## src/inc/pbf_pkg.sv

```systemverilog
/*
 * Shared constants and types for the pixel burst acquisition block and its ping-pong burst buffer.
 * Assumes a single system clock; transfer clock edges arrive as a level input sampled on that clock.
 */
package pbf_pkg;

	// ************************************************************
	// Widths and sizes
	// ************************************************************
	localparam int PIX_W      = 18;
	localparam int ADDR_W     = 25;
	localparam int BURST_DEF  = 4;
	localparam int BANK_DEPTH = 8;
	localparam int REG_AW     = 8;
	localparam int CNT_W      = 16;
	localparam int NCH_W      = 4;

	// ************************************************************
	// Register offsets (byte addresses)
	// ************************************************************
	localparam logic [REG_AW-1:0] OFS_CTRL   = 8'h00;
	localparam logic [REG_AW-1:0] OFS_BASE   = 8'h04;
	localparam logic [REG_AW-1:0] OFS_CSTEP  = 8'h08;
	localparam logic [REG_AW-1:0] OFS_RSTEP  = 8'h0c;
	localparam logic [REG_AW-1:0] OFS_NCOL   = 8'h10;
	localparam logic [REG_AW-1:0] OFS_NROW   = 8'h14;
	localparam logic [REG_AW-1:0] OFS_STATUS = 8'h18;
	localparam logic [REG_AW-1:0] OFS_ADDR   = 8'h1c;

	// ************************************************************
	// Field positions and reset values
	// ************************************************************
	localparam int CTRL_STREAM_BIT = 0;
	localparam int CTRL_LIFO_BIT   = 1;
	localparam int CTRL_SRST_BIT   = 2;
	localparam int CTRL_NCH_LSB    = 3;
	localparam int STAT_REQ_BIT    = 0;
	localparam int STAT_FULL_BIT   = 1;
	localparam int STAT_BUSY_BIT   = 2;
	localparam int STAT_ARMED_BIT  = 3;

	localparam logic              STREAM_RST = 1'b1;
	localparam logic              LIFO_RST   = 1'b0;
	localparam logic [NCH_W-1:0]  NCH_RST    = 4'h1;
	localparam logic [ADDR_W-1:0] BASE_RST   = 25'h0000000;
	localparam logic [ADDR_W-1:0] CSTEP_RST  = 25'h0000001;
	localparam logic [ADDR_W-1:0] RSTEP_RST  = 25'h0000001;
	localparam logic [CNT_W-1:0]  NCOL_RST   = 16'h0004;
	localparam logic [CNT_W-1:0]  NROW_RST   = 16'h0001;
	localparam logic [1:0]        BURST_CNT_LAST = 2'h3;

	// ************************************************************
	// State machine types
	// ************************************************************
	typedef enum logic [1:0] {WM_IDLE, WM_ACTIVE, WM_HOLD} pbf_wmon_t;
	typedef enum logic [1:0] {AG_IDLE, AG_CONFIG, AG_STREAM, AG_CONTIG} pbf_agen_t;
	typedef enum logic {BS_IDLE, BS_PEND} pbf_bstat_t;
	typedef enum logic [2:0] {RD_INIT, RD_PING_FIFO, RD_PING_LIFO, RD_PONG_FIFO, RD_PONG_LIFO} pbf_brd_t;

endpackage : pbf_pkg

```

## src/hw/pbf_burst_buf.sv

```systemverilog
/*
 * Ping-pong burst buffer: two banks of 18-bit words, one filled while the other is drained.
 * Assumes fall_en and rise_en are one-cycle pulses marking the transfer clock edges.
 */
`timescale 1ns/1ps
module pbf_burst_buf #(
	parameter int BURST = pbf_pkg::BURST_DEF,
	parameter int DEPTH = pbf_pkg::BANK_DEPTH,
	parameter int W     = pbf_pkg::PIX_W
) (
	input  wire logic         clk_sys,
	input  wire logic         rst_n,
	input  wire logic         srst,
	input  wire logic         rise_en,
	input  wire logic         fall_en,
	input  wire logic         wr_strobe,
	input  wire logic [W-1:0] wr_data,
	input  wire logic         rd_strobe,
	input  wire logic         order_lifo,
	output logic      [W-1:0] rd_data,
	output logic      [1:0]   bank_full
);
	import pbf_pkg::*;

	localparam int PW = $clog2(DEPTH);
	localparam logic [PW-1:0] LAST = PW'(BURST - 1);

	logic [W-1:0]  mem_reg [0:2*DEPTH-1];
	logic [PW-1:0] wptr_reg;
	logic          wbank_reg;
	logic [PW-1:0] rptr_reg;
	logic [PW-1:0] rcnt_reg;
	logic [1:0]    pend_reg;
	logic [1:0]    take;
	pbf_brd_t      rstate_reg;
	logic          rbank;
	logic          rlifo;
	logic [PW-1:0] rptr_next;

	// ************************************************************
	// Write side
	// ************************************************************
	// Sampling on the falling edge gives the data half a transfer cycle to settle.
	always_ff @(posedge clk_sys or negedge rst_n) begin
		if (!rst_n) begin
			wptr_reg  <= '0;
			wbank_reg <= 1'b0;
			bank_full <= 2'b00;
		end else if (srst) begin
			wptr_reg  <= '0;
			wbank_reg <= 1'b0;
			bank_full <= 2'b00;
		end else begin
			bank_full <= 2'b00;
			if (fall_en && wr_strobe) begin
				if (wptr_reg == LAST) begin
					wptr_reg             <= '0;
					bank_full[wbank_reg] <= 1'b1;
					wbank_reg            <= ~wbank_reg;
				end else begin
					wptr_reg <= wptr_reg + 1'b1;
				end
			end
		end
	end

	always_ff @(posedge clk_sys) begin
		if (fall_en && wr_strobe) begin
			mem_reg[{wbank_reg, wptr_reg}] <= wr_data;
		end
	end

	// ************************************************************
	// Read side
	// ************************************************************
	assign rbank     = (rstate_reg == RD_PONG_FIFO) || (rstate_reg == RD_PONG_LIFO);
	assign rlifo     = (rstate_reg == RD_PING_LIFO) || (rstate_reg == RD_PONG_LIFO);
	assign rptr_next = rlifo ? rptr_reg - 1'b1 : rptr_reg + 1'b1;

	always_comb begin
		take = 2'b00;
		if (rise_en && rstate_reg == RD_INIT) begin
			if (pend_reg[0]) begin
				take = 2'b01;
			end else if (pend_reg[1]) begin
				take = 2'b10;
			end
		end
	end

	// A fill pulse landing in the cycle its older copy is taken still counts.
	always_ff @(posedge clk_sys or negedge rst_n) begin
		if (!rst_n) begin
			pend_reg <= 2'b00;
		end else if (srst) begin
			pend_reg <= 2'b00;
		end else begin
			pend_reg <= (pend_reg & ~take) | bank_full;
		end
	end

	always_ff @(posedge clk_sys or negedge rst_n) begin
		if (!rst_n) begin
			rstate_reg <= RD_INIT;
			rptr_reg   <= '0;
			rcnt_reg   <= '0;
			rd_data    <= '0;
		end else if (srst) begin
			rstate_reg <= RD_INIT;
			rptr_reg   <= '0;
			rcnt_reg   <= '0;
		end else if (rise_en) begin
			case (rstate_reg)
				RD_INIT: begin
					if (take != 2'b00) begin
						rcnt_reg   <= '0;
						rptr_reg   <= order_lifo ? LAST : '0;
						rd_data    <= mem_reg[{take[1], (order_lifo ? LAST : {PW{1'b0}})}];
						if (take[1]) begin
							rstate_reg <= order_lifo ? RD_PONG_LIFO : RD_PONG_FIFO;
						end else begin
							rstate_reg <= order_lifo ? RD_PING_LIFO : RD_PING_FIFO;
						end
					end
				end
				RD_PING_FIFO, RD_PING_LIFO, RD_PONG_FIFO, RD_PONG_LIFO: begin
					if (rd_strobe) begin
						// The last acknowledge leaves the final word standing; the slot past it was never written.
						if (rcnt_reg == LAST) begin
							rstate_reg <= RD_INIT;
						end else begin
							rd_data  <= mem_reg[{rbank, rptr_next}];
							rcnt_reg <= rcnt_reg + 1'b1;
							rptr_reg <= rptr_next;
						end
					end
				end
				default: begin
					rstate_reg <= RD_INIT;
				end
			endcase
		end
	end

endmodule : pbf_burst_buf

```

## src/hw/pbf_acq_top.sv

```systemverilog
/*
 * Acquisition control for one video channel: burst-write monitor, buffer address generator,
 * burst status handshake and the ping-pong burst buffer, with a small register port.
 * Assumes all inputs except rstn, including the inverted transfer clock level, are synchronous to clk_sys.
 */
// How it works
// - Word strobes are counted on falling transfer-clock edges.
// - Writer waits for exposure start, then flags full after four strobes.
// - The full flag stays set one more transfer cycle, then writer idles.
// - Address generator steps on rising transfer-clock edges.
// - Exposure start enters configuration: load base and order select, clear column and row.
// - Configuration leads to stream or contiguous addressing by stream mode.
// - Each accepted acknowledge advances the buffer address.
// - Stream mode steps the address by the active channel count.
// - Contiguous mode steps by column and row steps; bases spaced by software.
// - After the last pixel, generator idles and pulses frame complete.
// - Status machine raises request on full, drops it after four acknowledges.
// - Request rises on the first rising edge after the fourth strobe.
// - Acknowledges are counted per rising edge, pulse shape does not matter.
// - Word strobe drives buffer writes; acknowledge drives buffer reads.
// - Negative steps let a mirrored readout fill memory backwards.
// - Buffer holds two banks of eight words; fill bank swaps per burst.
// - Burst width is a parameter of one to four, four by default.
// - Buffer pulses a bank full flag when a burst is written.
// - Buffer reader waits for a full bank, then picks one of four states.
// - FIFO order reads ascending, LIFO order reads descending.
// - Read data is registered on rising edges with the read strobe.
// - Order select is zero for FIFO and one for LIFO.
// - Buffer writes sample the strobe on the falling edge.
`timescale 1ns/1ps
module pbf_acq_top #(
	parameter int BURST = pbf_pkg::BURST_DEF
) (
	input  wire logic                         clk_sys,
	input  wire logic                         rstn,
	input  wire logic                         inverted_transfer_clock,
	input  wire logic                         exposure_begin_pulse,
	input  wire logic                         converted_word_strobe,
	input  wire logic [pbf_pkg::PIX_W-1:0]    conv_data,
	input  wire logic                         read_ack_strobe,
	output logic                              burst_read_request,
	output logic      [pbf_pkg::PIX_W-1:0]    pixel_data,
	output logic      [pbf_pkg::ADDR_W-1:0]   buffer_addr,
	output logic                              order_select,
	input  wire logic [pbf_pkg::REG_AW-1:0]   reg_addr,
	input  wire logic [31:0]                  reg_wdata,
	input  wire logic                         reg_wr,
	input  wire logic                         reg_rd,
	output logic      [31:0]                  reg_rdata
);
	import pbf_pkg::*;

	localparam logic [1:0] WCNT_LAST = 2'(BURST - 1);

	logic                    rst_meta_reg;
	logic                    rst_n;
	logic                    xclk_reg;
	logic                    rise_en;
	logic                    fall_en;
	logic                    srst;
	logic                    ack_ok;

	logic                    stream_reg;
	logic                    lifo_reg;
	logic [NCH_W-1:0]        nch_reg;
	logic [ADDR_W-1:0]       base_reg;
	logic [ADDR_W-1:0]       cstep_reg;
	logic [ADDR_W-1:0]       rstep_reg;
	logic [CNT_W-1:0]        ncol_reg;
	logic [CNT_W-1:0]        nrow_reg;

	pbf_wmon_t               wstate_reg;
	logic [1:0]              wcnt_reg;
	logic                    filled_reg;
	logic                    armed_reg;

	pbf_agen_t               astate_reg;
	logic                    start_pend_reg;
	logic                    frame_done;
	logic [CNT_W-1:0]        col_reg;
	logic [CNT_W-1:0]        row_reg;
	logic [ADDR_W-1:0]       sstep;
	logic                    last_col;
	logic                    last_row;

	pbf_bstat_t              bstate_reg;
	logic [1:0]              acnt_reg;

	// ************************************************************
	// Reset release and transfer clock edges
	// ************************************************************
	always_ff @(posedge clk_sys or negedge rstn) begin
		if (!rstn) begin
			rst_meta_reg <= 1'b0;
			rst_n        <= 1'b0;
		end else begin
			rst_meta_reg <= 1'b1;
			rst_n        <= rst_meta_reg;
		end
	end

	// The transfer clock is slower than clk_sys, so its edges become one-cycle enables.
	always_ff @(posedge clk_sys or negedge rst_n) begin
		if (!rst_n) begin
			xclk_reg <= 1'b0;
		end else begin
			xclk_reg <= inverted_transfer_clock;
		end
	end

	assign rise_en = inverted_transfer_clock && !xclk_reg;
	assign fall_en = !inverted_transfer_clock && xclk_reg;
	assign ack_ok  = read_ack_strobe && burst_read_request;

	// ************************************************************
	// Register port
	// ************************************************************
	assign srst = reg_wr && (reg_addr == OFS_CTRL) && reg_wdata[CTRL_SRST_BIT];

	always_ff @(posedge clk_sys or negedge rst_n) begin
		if (!rst_n) begin
			stream_reg <= STREAM_RST;
			lifo_reg   <= LIFO_RST;
			nch_reg    <= NCH_RST;
			base_reg   <= BASE_RST;
			cstep_reg  <= CSTEP_RST;
			rstep_reg  <= RSTEP_RST;
			ncol_reg   <= NCOL_RST;
			nrow_reg   <= NROW_RST;
		end else if (reg_wr) begin
			case (reg_addr)
				OFS_CTRL: begin
					stream_reg <= reg_wdata[CTRL_STREAM_BIT];
					lifo_reg   <= reg_wdata[CTRL_LIFO_BIT];
					nch_reg    <= reg_wdata[CTRL_NCH_LSB +: NCH_W];
				end
				OFS_BASE:  base_reg  <= reg_wdata[ADDR_W-1:0];
				OFS_CSTEP: cstep_reg <= reg_wdata[ADDR_W-1:0];
				OFS_RSTEP: rstep_reg <= reg_wdata[ADDR_W-1:0];
				OFS_NCOL:  ncol_reg  <= reg_wdata[CNT_W-1:0];
				OFS_NROW:  nrow_reg  <= reg_wdata[CNT_W-1:0];
				default: begin
				end
			endcase
		end
	end

	// Unmapped addresses and the write-only reset bit read back as zero.
	always_ff @(posedge clk_sys or negedge rst_n) begin
		if (!rst_n) begin
			reg_rdata <= 32'h00000000;
		end else if (reg_rd) begin
			case (reg_addr)
				OFS_CTRL:   reg_rdata <= 32'({nch_reg, 1'b0, lifo_reg, stream_reg});
				OFS_BASE:   reg_rdata <= 32'(base_reg);
				OFS_CSTEP:  reg_rdata <= 32'(cstep_reg);
				OFS_RSTEP:  reg_rdata <= 32'(rstep_reg);
				OFS_NCOL:   reg_rdata <= 32'(ncol_reg);
				OFS_NROW:   reg_rdata <= 32'(nrow_reg);
				OFS_STATUS: reg_rdata <= 32'({armed_reg, (astate_reg != AG_IDLE), filled_reg, burst_read_request});
				OFS_ADDR:   reg_rdata <= 32'(buffer_addr);
				default:    reg_rdata <= 32'h00000000;
			endcase
		end else begin
			reg_rdata <= 32'h00000000;
		end
	end

	// ************************************************************
	// Burst-write monitor
	// ************************************************************
	// The armed level keeps the monitor counting bursts until the frame completes;
	// an exposure start in the same cycle as frame completion wins.
	always_ff @(posedge clk_sys or negedge rst_n) begin
		if (!rst_n) begin
			armed_reg <= 1'b0;
		end else if (srst) begin
			armed_reg <= 1'b0;
		end else if (exposure_begin_pulse) begin
			armed_reg <= 1'b1;
		end else if (frame_done) begin
			armed_reg <= 1'b0;
		end
	end

	always_ff @(posedge clk_sys or negedge rst_n) begin
		if (!rst_n) begin
			wstate_reg <= WM_IDLE;
			wcnt_reg   <= 2'h0;
			filled_reg <= 1'b0;
		end else if (srst) begin
			wstate_reg <= WM_IDLE;
			wcnt_reg   <= 2'h0;
			filled_reg <= 1'b0;
		end else if (fall_en) begin
			case (wstate_reg)
				WM_IDLE: begin
					wcnt_reg <= 2'h0;
					if (armed_reg || exposure_begin_pulse) begin
						wstate_reg <= WM_ACTIVE;
					end
				end
				WM_ACTIVE: begin
					if (converted_word_strobe) begin
						if (wcnt_reg == WCNT_LAST) begin
							filled_reg <= 1'b1;
							wstate_reg <= WM_HOLD;
						end else begin
							wcnt_reg <= wcnt_reg + 2'h1;
						end
					end
				end
				WM_HOLD: begin
					filled_reg <= 1'b0;
					wstate_reg <= WM_IDLE;
				end
				default: begin
					wstate_reg <= WM_IDLE;
				end
			endcase
		end
	end

	// ************************************************************
	// Address generator
	// ************************************************************
	// The exposure pulse is short and rarely meets a rising edge, so it is held until the next rising edge.
	always_ff @(posedge clk_sys or negedge rst_n) begin
		if (!rst_n) begin
			start_pend_reg <= 1'b0;
		end else if (srst) begin
			start_pend_reg <= 1'b0;
		end else if (exposure_begin_pulse) begin
			start_pend_reg <= 1'b1;
		end else if (rise_en) begin
			start_pend_reg <= 1'b0;
		end
	end

	// Stream step is the channel count, negated for a mirrored readout.
	assign sstep    = lifo_reg ? ADDR_W'(0) - ADDR_W'(nch_reg) : ADDR_W'(nch_reg);
	assign last_col = (col_reg == ncol_reg - 16'h0001);
	assign last_row = (row_reg == nrow_reg - 16'h0001);

	always_ff @(posedge clk_sys or negedge rst_n) begin
		if (!rst_n) begin
			astate_reg   <= AG_IDLE;
			buffer_addr  <= '0;
			order_select <= 1'b0;
			col_reg      <= '0;
			row_reg      <= '0;
			frame_done   <= 1'b0;
		end else if (srst) begin
			astate_reg   <= AG_IDLE;
			col_reg      <= '0;
			row_reg      <= '0;
			frame_done   <= 1'b0;
		end else begin
			frame_done <= 1'b0;
			if (rise_en) begin
				case (astate_reg)
					AG_IDLE: begin
						if (start_pend_reg || exposure_begin_pulse) begin
							astate_reg <= AG_CONFIG;
						end
					end
					AG_CONFIG: begin
						buffer_addr  <= base_reg;
						order_select <= lifo_reg;
						col_reg      <= '0;
						row_reg      <= '0;
						astate_reg   <= stream_reg ? AG_STREAM : AG_CONTIG;
					end
					AG_STREAM, AG_CONTIG: begin
						if (ack_ok) begin
							if (astate_reg == AG_STREAM) begin
								buffer_addr <= buffer_addr + sstep;
							end else if (last_col) begin
								buffer_addr <= buffer_addr + rstep_reg;
							end else begin
								buffer_addr <= buffer_addr + cstep_reg;
							end
							if (last_col) begin
								col_reg <= '0;
								if (last_row) begin
									row_reg    <= '0;
									frame_done <= 1'b1;
									astate_reg <= AG_IDLE;
								end else begin
									row_reg <= row_reg + 16'h0001;
								end
							end else begin
								col_reg <= col_reg + 16'h0001;
							end
						end
					end
					default: begin
						astate_reg <= AG_IDLE;
					end
				endcase
			end
		end
	end

	// ************************************************************
	// Burst status and read request
	// ************************************************************
	// A long acknowledge counts once per rising edge, matching separate strobes.
	always_ff @(posedge clk_sys or negedge rst_n) begin
		if (!rst_n) begin
			bstate_reg         <= BS_IDLE;
			acnt_reg           <= 2'h0;
			burst_read_request <= 1'b0;
		end else if (srst) begin
			bstate_reg         <= BS_IDLE;
			acnt_reg           <= 2'h0;
			burst_read_request <= 1'b0;
		end else if (rise_en) begin
			case (bstate_reg)
				BS_IDLE: begin
					acnt_reg <= 2'h0;
					if (filled_reg) begin
						burst_read_request <= 1'b1;
						bstate_reg         <= BS_PEND;
					end
				end
				BS_PEND: begin
					if (ack_ok) begin
						if (acnt_reg == WCNT_LAST) begin
							burst_read_request <= 1'b0;
							bstate_reg         <= BS_IDLE;
						end else begin
							acnt_reg <= acnt_reg + 2'h1;
						end
					end
				end
				default: begin
					bstate_reg <= BS_IDLE;
				end
			endcase
		end
	end

	// ************************************************************
	// Ping-pong burst buffer
	// ************************************************************
	pbf_burst_buf #(
		.BURST (BURST),
		.DEPTH (BANK_DEPTH),
		.W     (PIX_W)
	) u_buf (
		.clk_sys    (clk_sys),
		.rst_n      (rst_n),
		.srst       (srst),
		.rise_en    (rise_en),
		.fall_en    (fall_en),
		.wr_strobe  (converted_word_strobe),
		.wr_data    (conv_data),
		.rd_strobe  (ack_ok),
		.order_lifo (order_select),
		.rd_data    (pixel_data),
		.bank_full  ()
	);

endmodule : pbf_acq_top

```

## config.mk

```make
export PLATFORM = sky130hd
export DESIGN_NAME = pbf_acq_top
export DESIGN_NICKNAME = d
export VERILOG_FILES = /design/src/inc/pbf_pkg.sv /design/src/hw/pbf_burst_buf.sv /design/src/hw/pbf_acq_top.sv
export SDC_FILE = /design/constraint.sdc
export NUM_CORES = 1
export LEC_CHECK = 0
export ABC_CLOCK_PERIOD_IN_PS = 20400
export BUFFER_PORTS_ARGS = -buffer_cell sky130_fd_sc_hd__buf_2
export CAP_MARGIN = 20
export CORE_MARGIN = 1
export CORE_UTILIZATION = 50
export DETAILED_ROUTE_END_ITERATION = 7
export GPL_ROUTABILITY_DRIVEN = 0
export PLACE_DENSITY = 0.7
export SLEW_MARGIN = 25
export SYNTH_ARGS = -nofsm -noshare
export SYNTH_HDL_FRONTEND = slang
export SYNTH_HIERARCHICAL = 1
export SYNTH_SLANG_ARGS = --single-unit
export TNS_END_PERCENT = 10
```

## constraint.sdc

```tcl
create_clock -name clk_sys -period 20.4 [get_ports clk_sys]
set_input_delay 4.08 -clock clk_sys [delete_from_list [all_inputs] [get_ports clk_sys]]
set_output_delay 4.08 -clock clk_sys [all_outputs]
set_load 0.01 [all_outputs]
```

### Word-level counts from Yosys, hierarchy flattened

Memory sizes are Yosys's and may differ from the RTL's.
Index checks and enable logic that the tools add are counted.

| storage, ports and cells | value |
|---|---|
| register bits | 255 |
| bits in writable memories | 288 |
| input port bits | 66 |
| output and inout bits | 77 |
| word-level logic and storage cells | 268 |
| memories | 1 |

| operators by class | value |
|---|---|
| $add $sub $neg | 14 |
| magnitude comparators | 2 |
| eq/ne operators | 42 |
| multiplexer cells | 115 |
| bitwise logic cells | 6 |
| reductions and logical operators | 54 |

Memory list:

| name | words | bits a word | rd ports | clocked after memory_dff | write ports | RTL line | source |
|---|---|---|---|---|---|---|---|
| u_buf.mem_reg | 16 | 18 | 2 | 0 | 1 | pbf_burst_buf.sv:28 | `logic [W-1:0] mem_reg [0:2*DEPTH-1];` |

Operators with widths:

| kind | count |
|---|---|
| case mux 25 bit (8 select lines) | 1 |
| two-way mux 16 bit | 9 |
| two-way mux 25 bit | 4 |
| adder 25 bit | 3 |
| case mux 16 bit (2 select lines) | 2 |
| two-way mux 3 bit | 21 |
| two-way mux 2 bit | 28 |
| two-way mux 18 bit | 3 |
| case mux 25 bit (2 select lines) | 1 |
| != test 3 bit (second input constant) | 14 |
| case mux 18 bit (2 select lines) | 1 |
| two-way mux 1 bit | 33 |
| adder 16 x 1 -> 16 bit (second input constant) | 2 |
| == test 16 bit | 2 |
| == test 8 x 5 -> 1 bit (second input constant) | 4 |
| two-way mux 32 bit | 1 |
| subtractor 16 x 1 -> 16 bit (second input constant) | 2 |
| AND reduction 4 bit | 7 |
| case mux 3 bit (2 select lines) | 3 |
| nonzero test 3 bit | 6 |
| == test 8 x 4 -> 1 bit (second input constant) | 2 |
| nonzero test 2 bit | 8 |
| AND reduction 2 bit | 7 |
| == test 3 x 2 -> 1 bit (second input constant) | 4 |
| other kinds (32) | 65 |

### Depth between registers and ports, before layout

Gate-level depths: netlist of run 1.

| logic depth | value |
|---|---|
| word-level depth | 9 |
| gate-level depth with buffers | 24 |
| mapped depth without buffers | 23 |

### By module

Netlist of run 1, hierarchy kept.

By module, submodules not included:

| module | instances | cells an instance | area an instance (um^2) | seq. area each (um^2) |
|---|---|---|---|---|
| pbf_burst_buf | 1 | 706 | 13462.9 | 9524.1 |
| pbf_acq_top | 1 | 1198 | 11931.4 | 5337.6 |

### Least setup slack after synthesis of run 1

OpenSTA, ideal clock, no wires.

| timing | value |
|---|---|
| path kind | input-to-reg |
| from | in reg_addr[1] (netlist bit) |
| to | reg u_buf.rd_data[10] |
| setup time | 126 ps |
| data arrival time | 7203 ps |
| required time | 20274 ps |
| setup slack | 13071 ps |
| stages on the path | 12 |
| path buffers | 5 |
| path through | or4_1 > or3_1 > clkbuf_1 > nor4b_2 > nand2_1 > inv_1 > buf_2 > buf_1 > nor3_4 > buf_4 > buf_2 > o32a_1 |

| on the way | value |
|---|---|
| longest elaborated chain between the ends | 5 |

Ends and longest elaborated chain:

| element | RTL line | source |
|---|---|---|
| from (decl) | pbf_acq_top.sv:45 | `input wire logic [pbf_pkg::REG_AW-1:0] reg_addr,` |
| zero test 8 bit | pbf_acq_top.sv:118 | `assign srst = reg_wr && (reg_addr == OFS_CTRL) && reg_wdata[CTRL_SRST_BIT];` |
| logical AND 1 bit (2 in series) | pbf_acq_top.sv:118 |  |
| net srst | pbf_acq_top.sv:60 | `logic srst;` |
| NOT 1 bit (no source line) | - |  |
| AND reduction 6 bit (no source line) | - |  |
| to (signal assigned) | pbf_burst_buf.sv:118 | `rd_data <= mem_reg[{take[1], (order_lifo ? LAST : {PW{1'b0}})}];` |
| to (signal assigned) | pbf_burst_buf.sv:132 | `rd_data <= mem_reg[{rbank, rptr_next}];` |
| to (decl) | pbf_burst_buf.sv:20 | `output logic [W-1:0] rd_data,` |

The timed path passes the listed nets, and every way through them passes these cells.
A chain may end at the register's enable or synchronous reset.

### Final worst setup path of run 1

| timing | value |
|---|---|
| from | in reg_addr[1] (netlist bit) |
| to | reg row_reg[12] |

| on the way | value |
|---|---|
| longest elaborated chain between the ends | 5 |
| elaborated cells between the ends (all ways) | 9 |
| classes of those cells | eq/ne: 2; mux: 1; reduce/logical: 6 |

Ends and longest elaborated chain:

| element | RTL line | source |
|---|---|---|
| zero test 8 bit (*) | pbf_acq_top.sv:118 |  |
| logical AND 1 bit (*) (2 in series) | pbf_acq_top.sv:118 |  |
| != test 3 bit (no source line), or another cell as far along | - |  |
| AND reduction 4 bit (no source line) | - |  |
| to (signal assigned) | pbf_acq_top.sv:290 | `row_reg <= row_reg + 16'h0001;` |
| to (decl) | pbf_acq_top.sv:81 | `logic [CNT_W-1:0] row_reg;` |

Every way passes the cells marked *; elsewhere a longest branch is shown, timed or not.

==> impl_results.html, run 1 <==
<table>
<tr><th>Metric</th><th>Value</th></tr>
<tr><th colspan="2">Setup path</th></tr>
<tr><td>Maximum fanout along the worst path</td><td>35</td></tr>
<tr><td>Crit path capture type</td><td>flip-flop</td></tr>
<tr><td>Worst Path Required</td><td>around 21 ns</td></tr>
<tr><td>Worst path top cell family by delay</td><td>simple AND/OR/NAND/NOR gates</td></tr>
<tr><td>Slowest-stage cell, CP</td><td>nor4b_2</td></tr>
<tr><td>Setup crit start kind</td><td>input port</td></tr>
<tr><td>Data arrival at the endpoint of the critical path</td><td>8.33 ns</td></tr>
<tr><td>Highest cell delay on the worst timing path</td><td>between 0.8 and 0.9 ns</td></tr>
<tr><td>Setup Crit Path Kind</td><td>in2reg</td></tr>
<tr><td>Critical path buffer and inverter count</td><td>3</td></tr>
<tr><td>Cell-by-cell trace of the critical path</td><td>buf_2, or4_1, or3_1, nor4b_2, nand2_1, inv_1, buf_4, a21o_1, nand2b_1, o31ai_1</td></tr>
<tr><th colspan="2">Finish</th></tr>
<tr><td>Number of flip-flops under the largest register name</td><td>between 200 and 300</td></tr>
<tr><td>Number of nets in the finished design</td><td>about 2100</td></tr>
<tr><td>Final core utilization</td><td>~57%</td></tr>
<tr><td>Layout-stage area growth over the synthesis result</td><td>12.7%</td></tr>
<tr><td>Fill count</td><td>approximately 4000</td></tr>
<tr><td>Share of cells above drive strength 1</td><td>between 20% and 30%</td></tr>
<tr><td>Design Area, Final</td><td>roughly 0.029 sq mm</td></tr>
<tr><th colspan="2">Clock network</th></tr>
<tr><td>Post-CTS setup repair buffer count</td><td>0</td></tr>
<tr><td>Number of H-tree levels</td><td>2</td></tr>
<tr><td>Clock tree from TritonCTS</td><td>built</td></tr>
<tr><td>Clock Tree Root</td><td>clkbuf_16</td></tr>
<tr><td>Resized Gates After CTS</td><td>0</td></tr>
<tr><td>Number of buffers inserted by hold repair at cts</td><td>0</td></tr>
<tr><td>Number of sinks on the clock net</td><td>536</td></tr>
<tr><td>Clock slew at the register clock pins of the worst setup and hold paths</td><td>about 0.060 ns</td></tr>
<tr><td>Number of buffers inserted during clock tree synthesis</td><td>55</td></tr>
<tr><td>Maximum buffer depth of the clock tree</td><td>3</td></tr>
<tr><td>Insertion delay of the later-clocked pin in the worst-skew pair</td><td>0.63 ns</td></tr>
<tr><th colspan="2">Synthesis</th></tr>
<tr><td>Mean Syn Cell Area</td><td>roughly 13 sq um</td></tr>
<tr><td>Count of flip-flops with a built-in enable after synthesis</td><td>between 200 and 300</td></tr>
<tr><td>Register bit total from synthesis</td><td>around 540</td></tr>
<tr><td>Sequential-to-total area share from yosys stat</td><td>58.5%</td></tr>
<tr><td>Number of synthesis warnings</td><td>6</td></tr>
<tr><td>Post-synthesis instance area</td><td>approximately 0.025 sq mm</td></tr>
<tr><td>Number of library cell types mapped by synthesis</td><td>around 80</td></tr>
<tr><td>Cell count after synthesis</td><td>1904</td></tr>
<tr><td>Fraction of registers with async set/reset</td><td>46.3%</td></tr>
<tr><td>Top_reg_cell synth</td><td>edfxtp_1</td></tr>
<tr><th colspan="2">Power</th></tr>
<tr><td>Cell leakage power</td><td>approximately 11 nW</td></tr>
<tr><td>Maximum VDD drop</td><td>about 0.097 mV</td></tr>
<tr><td>Power density relative to cell area</td><td>about 110 mW/mm^2</td></tr>
<tr><th colspan="2">Floorplanning</th></tr>
<tr><td>Die area</td><td>0.0517 sq mm</td></tr>
<tr><td>Die W</td><td>around 230 um</td></tr>
<tr><td>Core region area</td><td>approximately 0.05 sq mm</td></tr>
<tr><td>Overall die height</td><td>227 um</td></tr>
<tr><td>Number of I/O pins</td><td>roughly 140</td></tr>
<tr><td>Site row count</td><td>82</td></tr>
<tr><td>Initial standard-cell utilization of the core</td><td>between 50% and 60%</td></tr>
<tr><th colspan="2">Detailed routing</th></tr>
<tr><td>DRC</td><td>0</td></tr>
<tr><td>Average detailed-routed wire length per instance</td><td>between 20 and 25 um</td></tr>
<tr><td>DRC violation total after the first TritonRoute iteration</td><td>between 1500 and 2000</td></tr>
<tr><td>Overall via count from detail_route</td><td>approximately 17000</td></tr>
<tr><td>Length of the first detailed-routing pass in iterations</td><td>6</td></tr>
<tr><td>Routed WL</td><td>about 66000 um</td></tr>
<tr><td>Drt via density</td><td>between 6 and 7</td></tr>
<tr><td>Routed Antenna Nets</td><td>0</td></tr>
<tr><th colspan="2">Global route</th></tr>
<tr><td>GRT Resource Usage Total</td><td>approximately a quarter</td></tr>
<tr><td>Vias in the first global route</td><td>between 15000 and 20000</td></tr>
<tr><td>Total grt overflow</td><td>0</td></tr>
<tr><td>Number of antenna violations at the first check in global routing</td><td>5</td></tr>
<tr><td>Maximum number of pins on one net before global-route repair</td><td>77</td></tr>
<tr><td>First-pass GRT wire length</td><td>101000 um</td></tr>
<tr><th colspan="2">STA</th></tr>
<tr><td>Slew margin rel.</td><td>34.4%</td></tr>
<tr><td>Max-slew violations</td><td>0</td></tr>
<tr><td>Setup repair after global routing missed its margin</td><td>false</td></tr>
<tr><td>TNS Setup</td><td>0 ns</td></tr>
<tr><td>Final setup vio count</td><td>0</td></tr>
<tr><td>Maximum operating frequency</td><td>~130 MHz</td></tr>
<tr><td>Post-route worst hold slack</td><td>between 0.3 and 0.4 ns</td></tr>
<tr><td>Transition time of the tightest slew-check pin</td><td>between 0.9 and 1 ns</td></tr>
<tr><td>Final setup skew</td><td>about 0.015 ns</td></tr>
<tr><td>Final cycle utilization of the critical path</td><td>a little under two fifths</td></tr>
<tr><td>Tmin final</td><td>between 7 and 8 ns</td></tr>
<tr><td>Final Hold Violating Endpoints</td><td>0</td></tr>
<tr><th colspan="2">Placed design</th></tr>
<tr><td>Cell area reported after detailed placement</td><td>about 0.027 sq mm</td></tr>
<tr><td>Post-detail-place hpwl</td><td>a little under 40000 um</td></tr>
<tr><td>IO Port Bufs</td><td>about 130</td></tr>
<tr><th colspan="2">Job</th></tr>
<tr><td>Number of max-capacitance violations reported</td><td>0</td></tr>
<tr><th colspan="2">Worst hold path</th></tr>
<tr><td>Type of the most critical hold path</td><td>reg2reg</td></tr>
<tr><th colspan="2">Outcome</th></tr>
<tr><td>Status</td><td>finished, final reports clean</td></tr>
</table>
-- synthesized netlist by cell type, drive strengths merged (20+ instances only) --
master | number | area [sq um]
nand4 | 43 | 269
o211ai | 22 | 255
nor2 | 84 | 332
and2 | 40 | 253
a31oi | 44 | 275
xor2 | 31 | 272
dfrtp | 242 | 6060
nand2 | 174 | 653
xnor2 | 45 | 394
a22oi | 53 | 398
edfxtp | 288 | 8650
nor3 | 26 | 141
buf | 44 | 285
mux2 | 112 | 1260
ha | 38 | 475
o21ai | 90 | 458
nand3 | 21 | 105
mux2i | 27 | 274
nand2b | 29 | 181
clkbuf | 68 | 255
and3 | 20 | 125
mux4 | 92 | 2070
inv | 34 | 128
a21oi | 76 | 380
-- layer usage --
layer / GRT usage (%) / share of wire [%]
met4: 11.9 / 4.2
met1: 32.5 / 39
met3: 3.98 / 7.2
met2: 44.6 / 50
met5: 0 / 0.065
-- worst reg2reg max path: stages, from the launching register on --
cell,delay [ns]
dfrtp_1,0.48
inv_1,0.14
ha_1,0.22
or3b_1,0.52
or4_1,0.56
a32o_1,0.26
nor2_1,0.24
nor3_1,0.11
nand2_1,0.16
buf_4,0.38
nand2_1,0.10
a31oi_1,0.21
ha_1,0.31
and2_1,0.19
a221o_1,0.32
a31oi_1,0.43
nor2b_1,0.09
a311o_1,0.40
a221oi_1,0.39
o2111ai_1,0.27
o31a_1,0.32
xnor2_1,0.15
o22ai_1,0.09
-- report_power, final --
group	switching (mW)	total [mW]	internal, mW
Clock	0.425	1.04	0.612
Sequential	0.0955	1.32	1.22
Combinational	0.503	0.907	0.404
-- area by class of cell --
class | instances | area (sq um) | share of cell area [%]
multi-input cells | 1228 | 9930 | 34.7
clock buffers | 76 | 1530 | 5.33
clock inverters | 27 | 350 | 1.22
diodes | 5 | 12.5 | 0.0437
inverters | 34 | 128 | 0.446
repair buffers | 172 | 975 | 3.40
well taps | 672 | 841 | 2.94
flip-flops and latches | 536 | 14900 | 51.9
-- layout by cell type, fill, tap and decap left out, types with 44 or more instances in the layout --
cell type    n
o21ai_0     77
a31oi_1     44
a22oi_1     53
dfrtp_1    240
nor2_1      79
mux2_2     112
xnor2_1     44
a21oi_1     76
buf_2      128
nand2_1    172
edfxtp_1   288
clkbuf_16   55
mux4_2      92
-- worst paths after layout --
check                             start               to  slack [ns]  cells past startpoint
max                         reg_addr[1]      row_reg[12]       12.59                     10
min                        rst_meta_reg            rst_n        0.36                      0
max reg2reg                 ncol_reg[0]  buffer_addr[23]       13.94                     22
min reg2reg                rst_meta_reg            rst_n        0.36                      0
max in group asynchronous          rstn            rst_n       17.06                      1
min in group asynchronous         rst_n      wcnt_reg[0]        0.37                      0
-- metrics by stage --
step / cells / setup slack [ns] / power, mW
global route: 2747 / 12.23 / 3.41
CTS: 2745 / 12.57 / 3.28
finish: 2750 / 12.59 / 3.26
detailed placement: 2642 / 11.90 / 2.24
floorplan: 1910 / 12.99 / 2.00
global placement: 2642 / 12.01 / 2.22
-- cells by family after synthesis --
kind of cell / Yosys count / share of synthesized area, %
AOI/OAI and AO/OA: 384 / 10.3
other: 2 / 0.0296
and+or+nand+nor: 488 / 9.61
muxes: 231 / 14.2
xor gates and xnor gates: 76 / 2.62
DFF: 536 / 58.5
buffers and inverters: 146 / 2.63
adders and majority gates: 41 / 2.07
Note: power is estimated with default switching activity, not from simulation.
==> run 2, diff against run 1 <==
--- a/config.mk
+++ b/config.mk
@@ -5,7 +5,8 @@
 export SDC_FILE = /design/constraint.sdc
 export NUM_CORES = 1
 export LEC_CHECK = 0
-export ABC_CLOCK_PERIOD_IN_PS = 20400
+export ABC_AREA = 1
+export ABC_CLOCK_PERIOD_IN_PS = 7500
 export BUFFER_PORTS_ARGS = -buffer_cell sky130_fd_sc_hd__buf_2
 export CAP_MARGIN = 20
 export CORE_MARGIN = 1
==> constraint.sdc (replaced) <==
create_clock -name clk_sys -period 7.5 [get_ports clk_sys]
set_input_delay 1.5 -clock clk_sys [delete_from_list [all_inputs] [get_ports clk_sys]]
set_output_delay 1.5 -clock clk_sys [all_outputs]
set_load 0.01 [all_outputs]
==> run 2 against run 1 <==
Cell count grew 49%. Critical path depth grew 18. Synthesized cell count grew 71%. Core utilization shrank 0.13 points. Critical path type is now reg2reg.
==> impl_results.html, run 2 <==
<table>
<tr><th>Metric</th><th>Value</th></tr>
<tr><th colspan="2">Outcome</th></tr>
<tr><td>Status</td><td>finished, final reports clean</td></tr>
<tr><th colspan="2">STA</th></tr>
<tr><td>Post-layout worst setup margin</td><td>2.53 ns</td></tr>
<tr><td>Transition time of the tightest slew-check pin</td><td>1.13 ns</td></tr>
<tr><td>Post-route worst hold slack</td><td>roughly 0.35 ns</td></tr>
<tr><td>Tmin final</td><td>between 4 and 5 ns</td></tr>
<tr><td>Final setup vio count</td><td>0</td></tr>
<tr><td>Final Hold Violating Endpoints</td><td>0</td></tr>
<tr><td>TNS Setup</td><td>0 ns</td></tr>
<tr><td>Max-slew violations</td><td>0</td></tr>
<tr><td>Setup repair after global routing missed its margin</td><td>false</td></tr>
<tr><td>Maximum operating frequency</td><td>between 200 and 250 MHz</td></tr>
<tr><td>Final cycle utilization of the critical path</td><td>66.2%</td></tr>
<tr><td>Slew margin rel.</td><td>about a quarter</td></tr>
<tr><td>Final setup skew</td><td>roughly 0.056 ns</td></tr>
<tr><th colspan="2">Finish</th></tr>
<tr><td>Number of nets in the finished design</td><td>approximately 3500</td></tr>
<tr><td>Share of cells above drive strength 1</td><td>a little over a tenth</td></tr>
<tr><td>Fill count</td><td>between 4000 and 5000</td></tr>
<tr><td>Commonest non-fill, non-tap cell in the layout</td><td>nand2_1</td></tr>
<tr><td>Design Area, Final</td><td>about 0.03 sq mm</td></tr>
<tr><td>Antenna Cells</td><td>0</td></tr>
<tr><td>Highest-count cells in the layout ignoring fill and taps</td><td>nand2_1 (919), inv_1 (477), edfxtp_1 (288)</td></tr>
<tr><td>Layout-stage area growth over the synthesis result</td><td>11.7%</td></tr>
<tr><td>Number of flip-flops under the largest register name</td><td>approximately 290</td></tr>
<tr><td>Number of standard cells in the layout, taps in and fillers out</td><td>4101</td></tr>
<tr><th colspan="2">Synthesis</th></tr>
<tr><td>Fraction of synthesized cell area taken by the top area cell type</td><td>about a third</td></tr>
<tr><td>Fraction of registers with async set/reset</td><td>a little under half</td></tr>
<tr><td>Area contributors post-synth</td><td>edfxtp_1 (31%), dfrtp_1 (22%), nand2_1 (13%), inv_1 (6.5%), nand3_1 (4.5%)</td></tr>
<tr><td>Post-synthesis instance area</td><td>0.0276 sq mm</td></tr>
<tr><td>Number of library cell types mapped by synthesis</td><td>65</td></tr>
<tr><td>Cell count after synthesis</td><td>approximately 3300</td></tr>
<tr><td>Library cell with the largest summed area after synthesis</td><td>edfxtp_1</td></tr>
<tr><td>Top_reg_cell synth</td><td>edfxtp_1</td></tr>
<tr><td>Sequential-to-total area share from yosys stat</td><td>between 50% and 60%</td></tr>
<tr><td>Number of synthesis warnings</td><td>6</td></tr>
<tr><td>Mean Syn Cell Area</td><td>8.46 sq um</td></tr>
<tr><td>Count of flip-flops with a built-in enable after synthesis</td><td>approximately 290</td></tr>
<tr><td>Commonest cells in the synthesized netlist</td><td>nand2_1 (920), inv_1 (478), edfxtp_1 (288), nor2_1 (257), nand3_1 (248)</td></tr>
<tr><td>Most frequently used cell type in the post-synthesis netlist</td><td>nand2_1</td></tr>
<tr><td>Register bit total from synthesis</td><td>about 540</td></tr>
<tr><th colspan="2">Job</th></tr>
<tr><td>Number of max-capacitance violations reported</td><td>0</td></tr>
<tr><th colspan="2">Setup path</th></tr>
<tr><td>Logic depth of the worst register-to-register path</td><td>28</td></tr>
<tr><td>Last element of the critical path</td><td>buffer_addr[18]</td></tr>
<tr><td>Launching point of the worst reg2reg path</td><td>ncol_reg[0]</td></tr>
<tr><td>Crit path capture type</td><td>flip-flop</td></tr>
<tr><td>Worst Path Required</td><td>about 8 ns</td></tr>
<tr><td>Endpoint of the lowest-slack register-to-register path</td><td>buffer_addr[18]</td></tr>
<tr><td>Setup Crit Path Kind</td><td>reg2reg</td></tr>
<tr><td>Highest cell delay on the worst timing path</td><td>roughly 0.43 ns</td></tr>
<tr><td>Setup crit start kind</td><td>flip-flop</td></tr>
<tr><td>Data arrival at the endpoint of the critical path</td><td>5.47 ns</td></tr>
<tr><td>Count of cell instances traversed by the critical path</td><td>28</td></tr>
<tr><td>CP startpoint</td><td>ncol_reg[0]</td></tr>
<tr><td>Slowest-stage cell, CP</td><td>dfrtp_1</td></tr>
<tr><td>Critical path buffer and inverter count</td><td>4</td></tr>
<tr><td>Register-to-register setup slack</td><td>2.53 ns</td></tr>
<tr><td>Maximum fanout along the worst path</td><td>13</td></tr>
<tr><td>Worst path top cell family by delay</td><td>compound AO/OA/AOI/OAI gates</td></tr>
<tr><th colspan="2">Detailed routing</th></tr>
<tr><td>DRC violation total after the first TritonRoute iteration</td><td>between 2000 and 2500</td></tr>
<tr><td>DRC</td><td>0</td></tr>
<tr><td>Routed WL</td><td>75200 um</td></tr>
<tr><td>Overall via count from detail_route</td><td>~22000</td></tr>
<tr><td>Drt via density</td><td>about 5.4</td></tr>
<tr><td>Length of the first detailed-routing pass in iterations</td><td>5</td></tr>
<tr><td>Routed Antenna Nets</td><td>0</td></tr>
<tr><td>Average detailed-routed wire length per instance</td><td>between 15 and 20 um</td></tr>
<tr><th colspan="2">Placed design</th></tr>
<tr><td>IO Port Bufs</td><td>approximately 130</td></tr>
<tr><td>Post-detail-place hpwl</td><td>about 46000 um</td></tr>
<tr><td>Cell Count Post-Placement</td><td>about 4000</td></tr>
<tr><td>Cell area reported after detailed placement</td><td>0.0288 sq mm</td></tr>
<tr><td>Post-Place Setup Slack</td><td>2.71 ns</td></tr>
<tr><th colspan="2">Clock network</th></tr>
<tr><td>Number of buffers inserted during clock tree synthesis</td><td>58</td></tr>
<tr><td>Maximum buffer depth of the clock tree</td><td>3</td></tr>
<tr><td>Insertion delay of the later-clocked pin in the worst-skew pair</td><td>about 0.64 ns</td></tr>
<tr><td>Resized Gates After CTS</td><td>0</td></tr>
<tr><td>Clock Tree Root</td><td>clkbuf_16</td></tr>
<tr><td>Post-CTS setup repair buffer count</td><td>0</td></tr>
<tr><td>Number of H-tree levels</td><td>2</td></tr>
<tr><td>Number of sinks on the clock net</td><td>about 540</td></tr>
<tr><td>Number of buffers inserted by hold repair at cts</td><td>0</td></tr>
<tr><td>Clock slew at the register clock pins of the worst setup and hold paths</td><td>0.06 ns</td></tr>
<tr><td>Clock tree from TritonCTS</td><td>built</td></tr>
<tr><th colspan="2">Floorplanning</th></tr>
<tr><td>Number of I/O pins</td><td>about 140</td></tr>
<tr><td>Core region area</td><td>0.0541 sq mm</td></tr>
<tr><td>Die W</td><td>approximately 240 um</td></tr>
<tr><td>Site row count</td><td>between 80 and 90</td></tr>
<tr><td>Overall die height</td><td>about 240 um</td></tr>
<tr><td>Die area</td><td>between 0.05 and 0.06 sq mm</td></tr>
<tr><td>Initial standard-cell utilization of the core</td><td>around 51%</td></tr>
<tr><th colspan="2">Global route</th></tr>
<tr><td>GRT Resource Usage Total</td><td>between 20% and 30%</td></tr>
<tr><td>Total grt overflow</td><td>0</td></tr>
<tr><td>First-pass GRT wire length</td><td>roughly 120000 um</td></tr>
<tr><td>Maximum number of pins on one net before global-route repair</td><td>approximately 140</td></tr>
<tr><td>Vias in the first global route</td><td>20635</td></tr>
<tr><td>Number of antenna violations at the first check in global routing</td><td>0</td></tr>
<tr><th colspan="2">Power</th></tr>
<tr><td>Power density relative to cell area</td><td>roughly 370 mW/mm^2</td></tr>
<tr><td>Cell leakage power</td><td>around 14 nW</td></tr>
<tr><td>Maximum VDD drop</td><td>slightly above 0.6 mV</td></tr>
<tr><th colspan="2">Worst hold path</th></tr>
<tr><td>Type of the most critical hold path</td><td>reg2reg</td></tr>
</table>
-- run 2: metal layers --
layer  vias to the layer above  wire length (um)  GRT usage, %
met1                     10487             32800          38.6
met5                         -                 0             0
met3                       151              6480          4.44
met4                         0              2160          8.91
met2                       914             33700          41.6
li1                      10655                 -             -
-- run 2: through the flow --
stage	util [%]	power, mW
global route	56.9	12.0
CTS	56.9	11.3
finish	56.9	11.3
detailed placement	53.2	8.27
floorplan	-	7.09
global placement	53.2	8.20
-- run 2: cell families (layout without fill, tap and decap cells) --
kind of cell               after synthesis  in the layout  share of synthesized area, %
DFF                                    536            536                          53.8
buffers and inverters                  635            770                          9.23
other                                    2              8                        0.0272
muxes                                    1              1                        0.0363
and+or+nand+nor                       1532           1532                          23.4
xor gates and xnor gates                84             84                          2.67
AOI/OAI and AO/OA                      434            434                          8.88
adders and majority gates               40             40                          1.87
-- run 2: power breakdown --
part,internal (mW),switching (mW)
sequential,3.36,0.269
clock,1.77,1.22
combinational,1.51,3.17
-- run 2: worst register-to-register path, delay by kind of cell, from the launching register on --
family,cells,cell delay [ns]
flops,1,0.43
compound gates,8,1.40
buf+inv,4,0.56
simple gates,11,1.29
xor+xnor,2,0.30
fa+ha+maj,3,0.88
-- run 2: final cells by class --
class	count	area, sq um	share of cell area (%)
sequential	536	14900	48.3
multi-input combinational	2099	10300	33.3
inverter	497	1870	6.06
clock buffer	72	1570	5.11
timing repair buffer	163	916	2.97
tap	696	871	2.83
clock inverter	38	448	1.45
-- run 2: how the worst min path moves through the flow --
stage	from	end	slack, ns	depth (start not counted)
after floorplan	rst_meta_reg	rst_n	0.33	0
after global placement	rst_meta_reg	rst_n	0.34	0
after detailed placement	rst_meta_reg	rst_n	0.34	0
after CTS	rst_meta_reg	rst_n	0.35	0
after global routing	rst_meta_reg	rst_n	0.37	0
final	rst_meta_reg	rst_n	0.35	0
==> run 3, diff against run 2 <==
--- a/config.mk
+++ b/config.mk
@@ -5,15 +5,15 @@
 export SDC_FILE = /design/constraint.sdc
 export NUM_CORES = 1
 export LEC_CHECK = 0
-export ABC_AREA = 1
-export ABC_CLOCK_PERIOD_IN_PS = 7500
+export ABC_AREA = 0
+export ABC_CLOCK_PERIOD_IN_PS = 4059
 export BUFFER_PORTS_ARGS = -buffer_cell sky130_fd_sc_hd__buf_2
 export CAP_MARGIN = 20
 export CORE_MARGIN = 1
 export CORE_UTILIZATION = 50
 export DETAILED_ROUTE_END_ITERATION = 7
 export GPL_ROUTABILITY_DRIVEN = 0
-export PLACE_DENSITY = 0.7
+export PLACE_DENSITY = 0.73
 export SLEW_MARGIN = 25
 export SYNTH_ARGS = -nofsm -noshare
 export SYNTH_HDL_FRONTEND = slang
==> constraint.sdc (replaced) <==
create_clock -name clk_sys -period 4.06 [get_ports clk_sys]
set_input_delay 0.812 -clock clk_sys [delete_from_list [all_inputs] [get_ports clk_sys]]
set_output_delay 0.812 -clock clk_sys [all_outputs]
set_load 0.01 [all_outputs]
==> run 3 against run 2 <==
The run now ends with negative setup slack left. Clock-buffer cell count rose by 6. Largest cell class unchanged. Cell count fell by 29%. Clock power rose by 71%. Worst setup slack got worse by 3.6 ns. Register-to-register slack got worse by 3.6 ns. Cell area fell by 2.1%. Highest routed layer is now met5. Worst hold slack got worse by 0.12 ns. Combinational power rose by 13%. Sequential cell count did not move.
==> impl_results.html, run 3 (synthesis gave the netlist of run 1 again) <==
<table>
<tr><th>Metric</th><th>Value</th></tr>
<tr><th colspan="2">Setup path</th></tr>
<tr><td>Maximum fanout along the worst path</td><td>3</td></tr>
<tr><td>Critical path buffer and inverter count</td><td>4</td></tr>
<tr><td>Count of cell instances traversed by the critical path</td><td>23</td></tr>
<tr><td>Logic depth of the worst register-to-register path</td><td>23</td></tr>
<tr><td>Setup Crit Path Kind</td><td>reg2reg</td></tr>
<tr><td>Cell-by-cell trace of the critical path</td><td>buf_6, or4_4, buf_4, nor3_4, xnor2_2, o211ai_1, nor4_4, buf_4, nand2_2, a31oi_4, ha_4, inv_2, fa_2, nor2b_4, o21a_1, a311o_1, a31oi_2, o211a_1, nor3_2, a211oi_2, xor2_1, mux2i_1, a21oi_1</td></tr>
<tr><td>Highest cell delay on the worst timing path</td><td>~0.50 ns</td></tr>
<tr><td>Slowest-stage cell, CP</td><td>or4_4</td></tr>
<tr><td>Setup crit start kind</td><td>flip-flop</td></tr>
<tr><td>Register-to-register setup slack</td><td>-1.07 ns</td></tr>
<tr><td>Endpoint of the lowest-slack register-to-register path</td><td>buffer_addr[24]</td></tr>
<tr><td>Launching point of the worst reg2reg path</td><td>ncol_reg[0]</td></tr>
<tr><td>Most numerous cell on the critical path</td><td>buf_4</td></tr>
<tr><td>Worst path top cell family by delay</td><td>simple AND/OR/NAND/NOR gates</td></tr>
<tr><td>Data arrival at the endpoint of the critical path</td><td>5.58 ns</td></tr>
<tr><td>Worst Path Required</td><td>roughly 4.5 ns</td></tr>
<tr><td>Crit path capture type</td><td>flip-flop</td></tr>
<tr><th colspan="2">Finish</th></tr>
<tr><td>Number of standard cells in the layout, taps in and fillers out</td><td>2894</td></tr>
<tr><td>Final core utilization</td><td>60.2%</td></tr>
<tr><td>Design Area, Final</td><td>just over 0.03 sq mm</td></tr>
<tr><td>Area used by multi-input combinational logic</td><td>~0.010 sq mm</td></tr>
<tr><td>Fill count</td><td>around 3700</td></tr>
<tr><td>Share of cells above drive strength 1</td><td>a little under a third</td></tr>
<tr><td>Layout-stage area growth over the synthesis result</td><td>18.9%</td></tr>
<tr><td>Number of flip-flops under the largest register name</td><td>between 200 and 300</td></tr>
<tr><td>Commonest non-fill, non-tap cell in the layout</td><td>edfxtp_1</td></tr>
<tr><td>Number of nets in the finished design</td><td>around 2300</td></tr>
<tr><td>Highest-count cells in the layout ignoring fill and taps</td><td>edfxtp_1 (288), dfrtp_1 (239), buf_4 (173)</td></tr>
<tr><td>Sequential Area</td><td>roughly 0.015 sq mm</td></tr>
<tr><th colspan="2">Clock network</th></tr>
<tr><td>Number of sinks on the clock net</td><td>approximately 540</td></tr>
<tr><td>Clock slew at the register clock pins of the worst setup and hold paths</td><td>0.06 ns</td></tr>
<tr><td>Number of buffers inserted during clock tree synthesis</td><td>between 50 and 60</td></tr>
<tr><td>Maximum buffer depth of the clock tree</td><td>3</td></tr>
<tr><td>Clock tree from TritonCTS</td><td>built</td></tr>
<tr><td>Insertion delay of the later-clocked pin in the worst-skew pair</td><td>0.63 ns</td></tr>
<tr><td>Clock Tree Root</td><td>clkbuf_16</td></tr>
<tr><td>Number of H-tree levels</td><td>2</td></tr>
<tr><th colspan="2">Placed design</th></tr>
<tr><td>IO Port Bufs</td><td>about 130</td></tr>
<tr><td>Cell Count Post-Placement</td><td>2771</td></tr>
<tr><td>Cell area reported after detailed placement</td><td>about 0.028 sq mm</td></tr>
<tr><td>Post-Place Setup Slack</td><td>-1.22 ns</td></tr>
<tr><td>Post-detail-place hpwl</td><td>approximately 45000 um</td></tr>
<tr><th colspan="2">Power</th></tr>
<tr><td>Portion of total power attributed to the clock network</td><td>a little under a third</td></tr>
<tr><td>Fraction of power consumed by sequential logic</td><td>38.9%</td></tr>
<tr><td>Maximum VDD drop</td><td>0.520 mV</td></tr>
<tr><td>Switch Pwr</td><td>around 5.4 mW</td></tr>
<tr><td>Switching share of power</td><td>32.0%</td></tr>
<tr><td>Combinational cell fraction of total power</td><td>31.0%</td></tr>
<tr><td>Internal portion of total power</td><td>11.5 mW</td></tr>
<tr><td>Cell leakage power</td><td>approximately 12 nW</td></tr>
<tr><td>Power density relative to cell area</td><td>563 mW/mm^2</td></tr>
<tr><th colspan="2">Global route</th></tr>
<tr><td>First-pass GRT wire length</td><td>107000 um</td></tr>
<tr><td>GRT Resource Usage Total</td><td>around 28%</td></tr>
<tr><td>Number of antenna violations at the first check in global routing</td><td>3</td></tr>
<tr><td>Vias in the first global route</td><td>roughly 18000</td></tr>
<tr><td>Total grt overflow</td><td>0</td></tr>
<tr><td>Maximum number of pins on one net before global-route repair</td><td>85</td></tr>
<tr><th colspan="2">Worst hold path</th></tr>
<tr><td>Type of the most critical hold path</td><td>reg2async</td></tr>
<tr><th colspan="2">Detailed routing</th></tr>
<tr><td>Drt via density</td><td>~6.2</td></tr>
<tr><td>Highest routed metal layer</td><td>met5</td></tr>
<tr><td>DRC</td><td>0</td></tr>
<tr><td>Met1 wire length</td><td>around 27000 um</td></tr>
<tr><td>Met2 wire length</td><td>between 30000 and 40000 um</td></tr>
<tr><td>DRC violation total after the first TritonRoute iteration</td><td>1806</td></tr>
<tr><td>Metal3 WL</td><td>around 5700 um</td></tr>
<tr><td>Average detailed-routed wire length per instance</td><td>24.4 um</td></tr>
<tr><td>Routed WL</td><td>~71000 um</td></tr>
<tr><td>Routed Antenna Nets</td><td>0</td></tr>
<tr><td>Length of the first detailed-routing pass in iterations</td><td>5</td></tr>
<tr><td>Overall via count from detail_route</td><td>~18000</td></tr>
<tr><th colspan="2">STA</th></tr>
<tr><td>Max-slew violations</td><td>0</td></tr>
<tr><td>Tmin final</td><td>5.13 ns</td></tr>
<tr><td>Final setup vio count</td><td>21</td></tr>
<tr><td>Final cycle utilization of the critical path</td><td>126%</td></tr>
<tr><td>Final Hold Violating Endpoints</td><td>0</td></tr>
<tr><td>Post-layout worst setup margin</td><td>-1.07 ns</td></tr>
<tr><td>Slew margin rel.</td><td>between 40 and 50%</td></tr>
<tr><td>Transition time of the tightest slew-check pin</td><td>just under 0.9 ns</td></tr>
<tr><td>Maximum operating frequency</td><td>between 150 and 200 MHz</td></tr>
<tr><td>Final setup skew</td><td>0.0427 ns</td></tr>
<tr><td>Setup repair after global routing missed its margin</td><td>true</td></tr>
<tr><th colspan="2">Floorplanning</th></tr>
<tr><td>Initial standard-cell utilization of the core</td><td>between 50% and 60%</td></tr>
<tr><td>Number of I/O pins</td><td>around 140</td></tr>
<tr><td>Die W</td><td>227 um</td></tr>
<tr><td>Overall die height</td><td>between 200 and 250 um</td></tr>
<tr><td>Site row count</td><td>a little over 80</td></tr>
<tr><td>Die area</td><td>around 0.052 sq mm</td></tr>
<tr><td>Core region area</td><td>0.0502 sq mm</td></tr>
<tr><th colspan="2">Outcome</th></tr>
<tr><td>Status</td><td>finished, violations left</td></tr>
<tr><td>Failing checks</td><td>negative setup slack</td></tr>
<tr><th colspan="2">Job</th></tr>
<tr><td>Number of max-capacitance violations reported</td><td>0</td></tr>
</table>
[run 3: cell types whose count changed in the layout (fill, tap and decap cells not counted), sizes merged, moves of 112 or more]
cell / change
buf: +157
inv: -456
mux2: +112
nand2: -762
nand3: -233
nor2: -192
o21ai: -150
[run 3: repair_timing]
| item | in CTS | in global routing |
|---|---|---|
| cloned | 0 | 0 |
| hold buffers | 1 | 0 |
| hold endpoints to repair | 2 | 0 |
| buffers inserted | 13 | 5 |
| resized for setup | 39 | 36 |
| pin swaps | 30 | 23 |
| endpoints found under the setup margin | 21 | 23 |
[run 3: worst register-to-register path: cells and delay by family, from the launching register on]
kind,cells,cell delay (ns)
DFF,1,0.40
buffers and inverters,4,0.55
xor gates and xnor gates,2,0.31
and+or+nand+nor,6,1.52
muxes,1,0.20
adders and majority gates,2,0.54
AOI/OAI and AO/OA,8,1.42
[run 3: metal layers]
layer  vias to the layer above  global-route usage (%)
li1                       7801                       -
met1                      9081                    34.2
met2                       941                    46.3
met3                       245                    4.63
met4                         2                    14.6
met5                         -                       0
[run 3: power by group through the flow]
stage	clock network, mW	registers, mW	logic, mW
2_1_floorplan	0	6.62	3.43
3_3_place_gp	0	6.68	4.88
3_5_place_dp	0	6.70	5.01
4_1_cts	5.19	6.60	5.15
5_1_grt	5.38	6.64	5.65
6_report	5.11	6.60	5.27
[run 3: metrics by stage]
| step | hold WS, ns | power, mW | TNS [ns] |
|---|---|---|---|
| finish | 0.235 | 17.0 | -14.93 |
| CTS | 0.288 | 16.9 | -13.76 |
| global route | 0.264 | 17.7 | -19.61 |
| floorplan | 0.331 | 10.1 | -8.12 |
| global placement | 0.337 | 11.6 | -12.47 |
| detailed placement | 0.339 | 11.7 | -16.80 |
[run 3: worst max-delay path by stage]
stage,slack (ns),endpoint,startpoint
after floorplan,-0.98,buffer_addr[23],ncol_reg[5]
after global placement,-1.03,buffer_addr[23],ncol_reg[1]
after detailed placement,-1.22,buffer_addr[23],ncol_reg[1]
after CTS,-1.01,buffer_addr[24],ncol_reg[0]
after global routing,-1.32,buffer_addr[24],ncol_reg[0]
final,-1.07,buffer_addr[24],ncol_reg[0]
[run 3: area by class of cell]
class,count,share of cell area [%]
inverter,34,0.423
multi-input combinational,1228,33.9
clock inverter,23,1.06
tap,672,2.79
timing repair buffer,321,7.54
clock buffer,78,4.97
sequential,536,49.3
antenna,2,0.0166
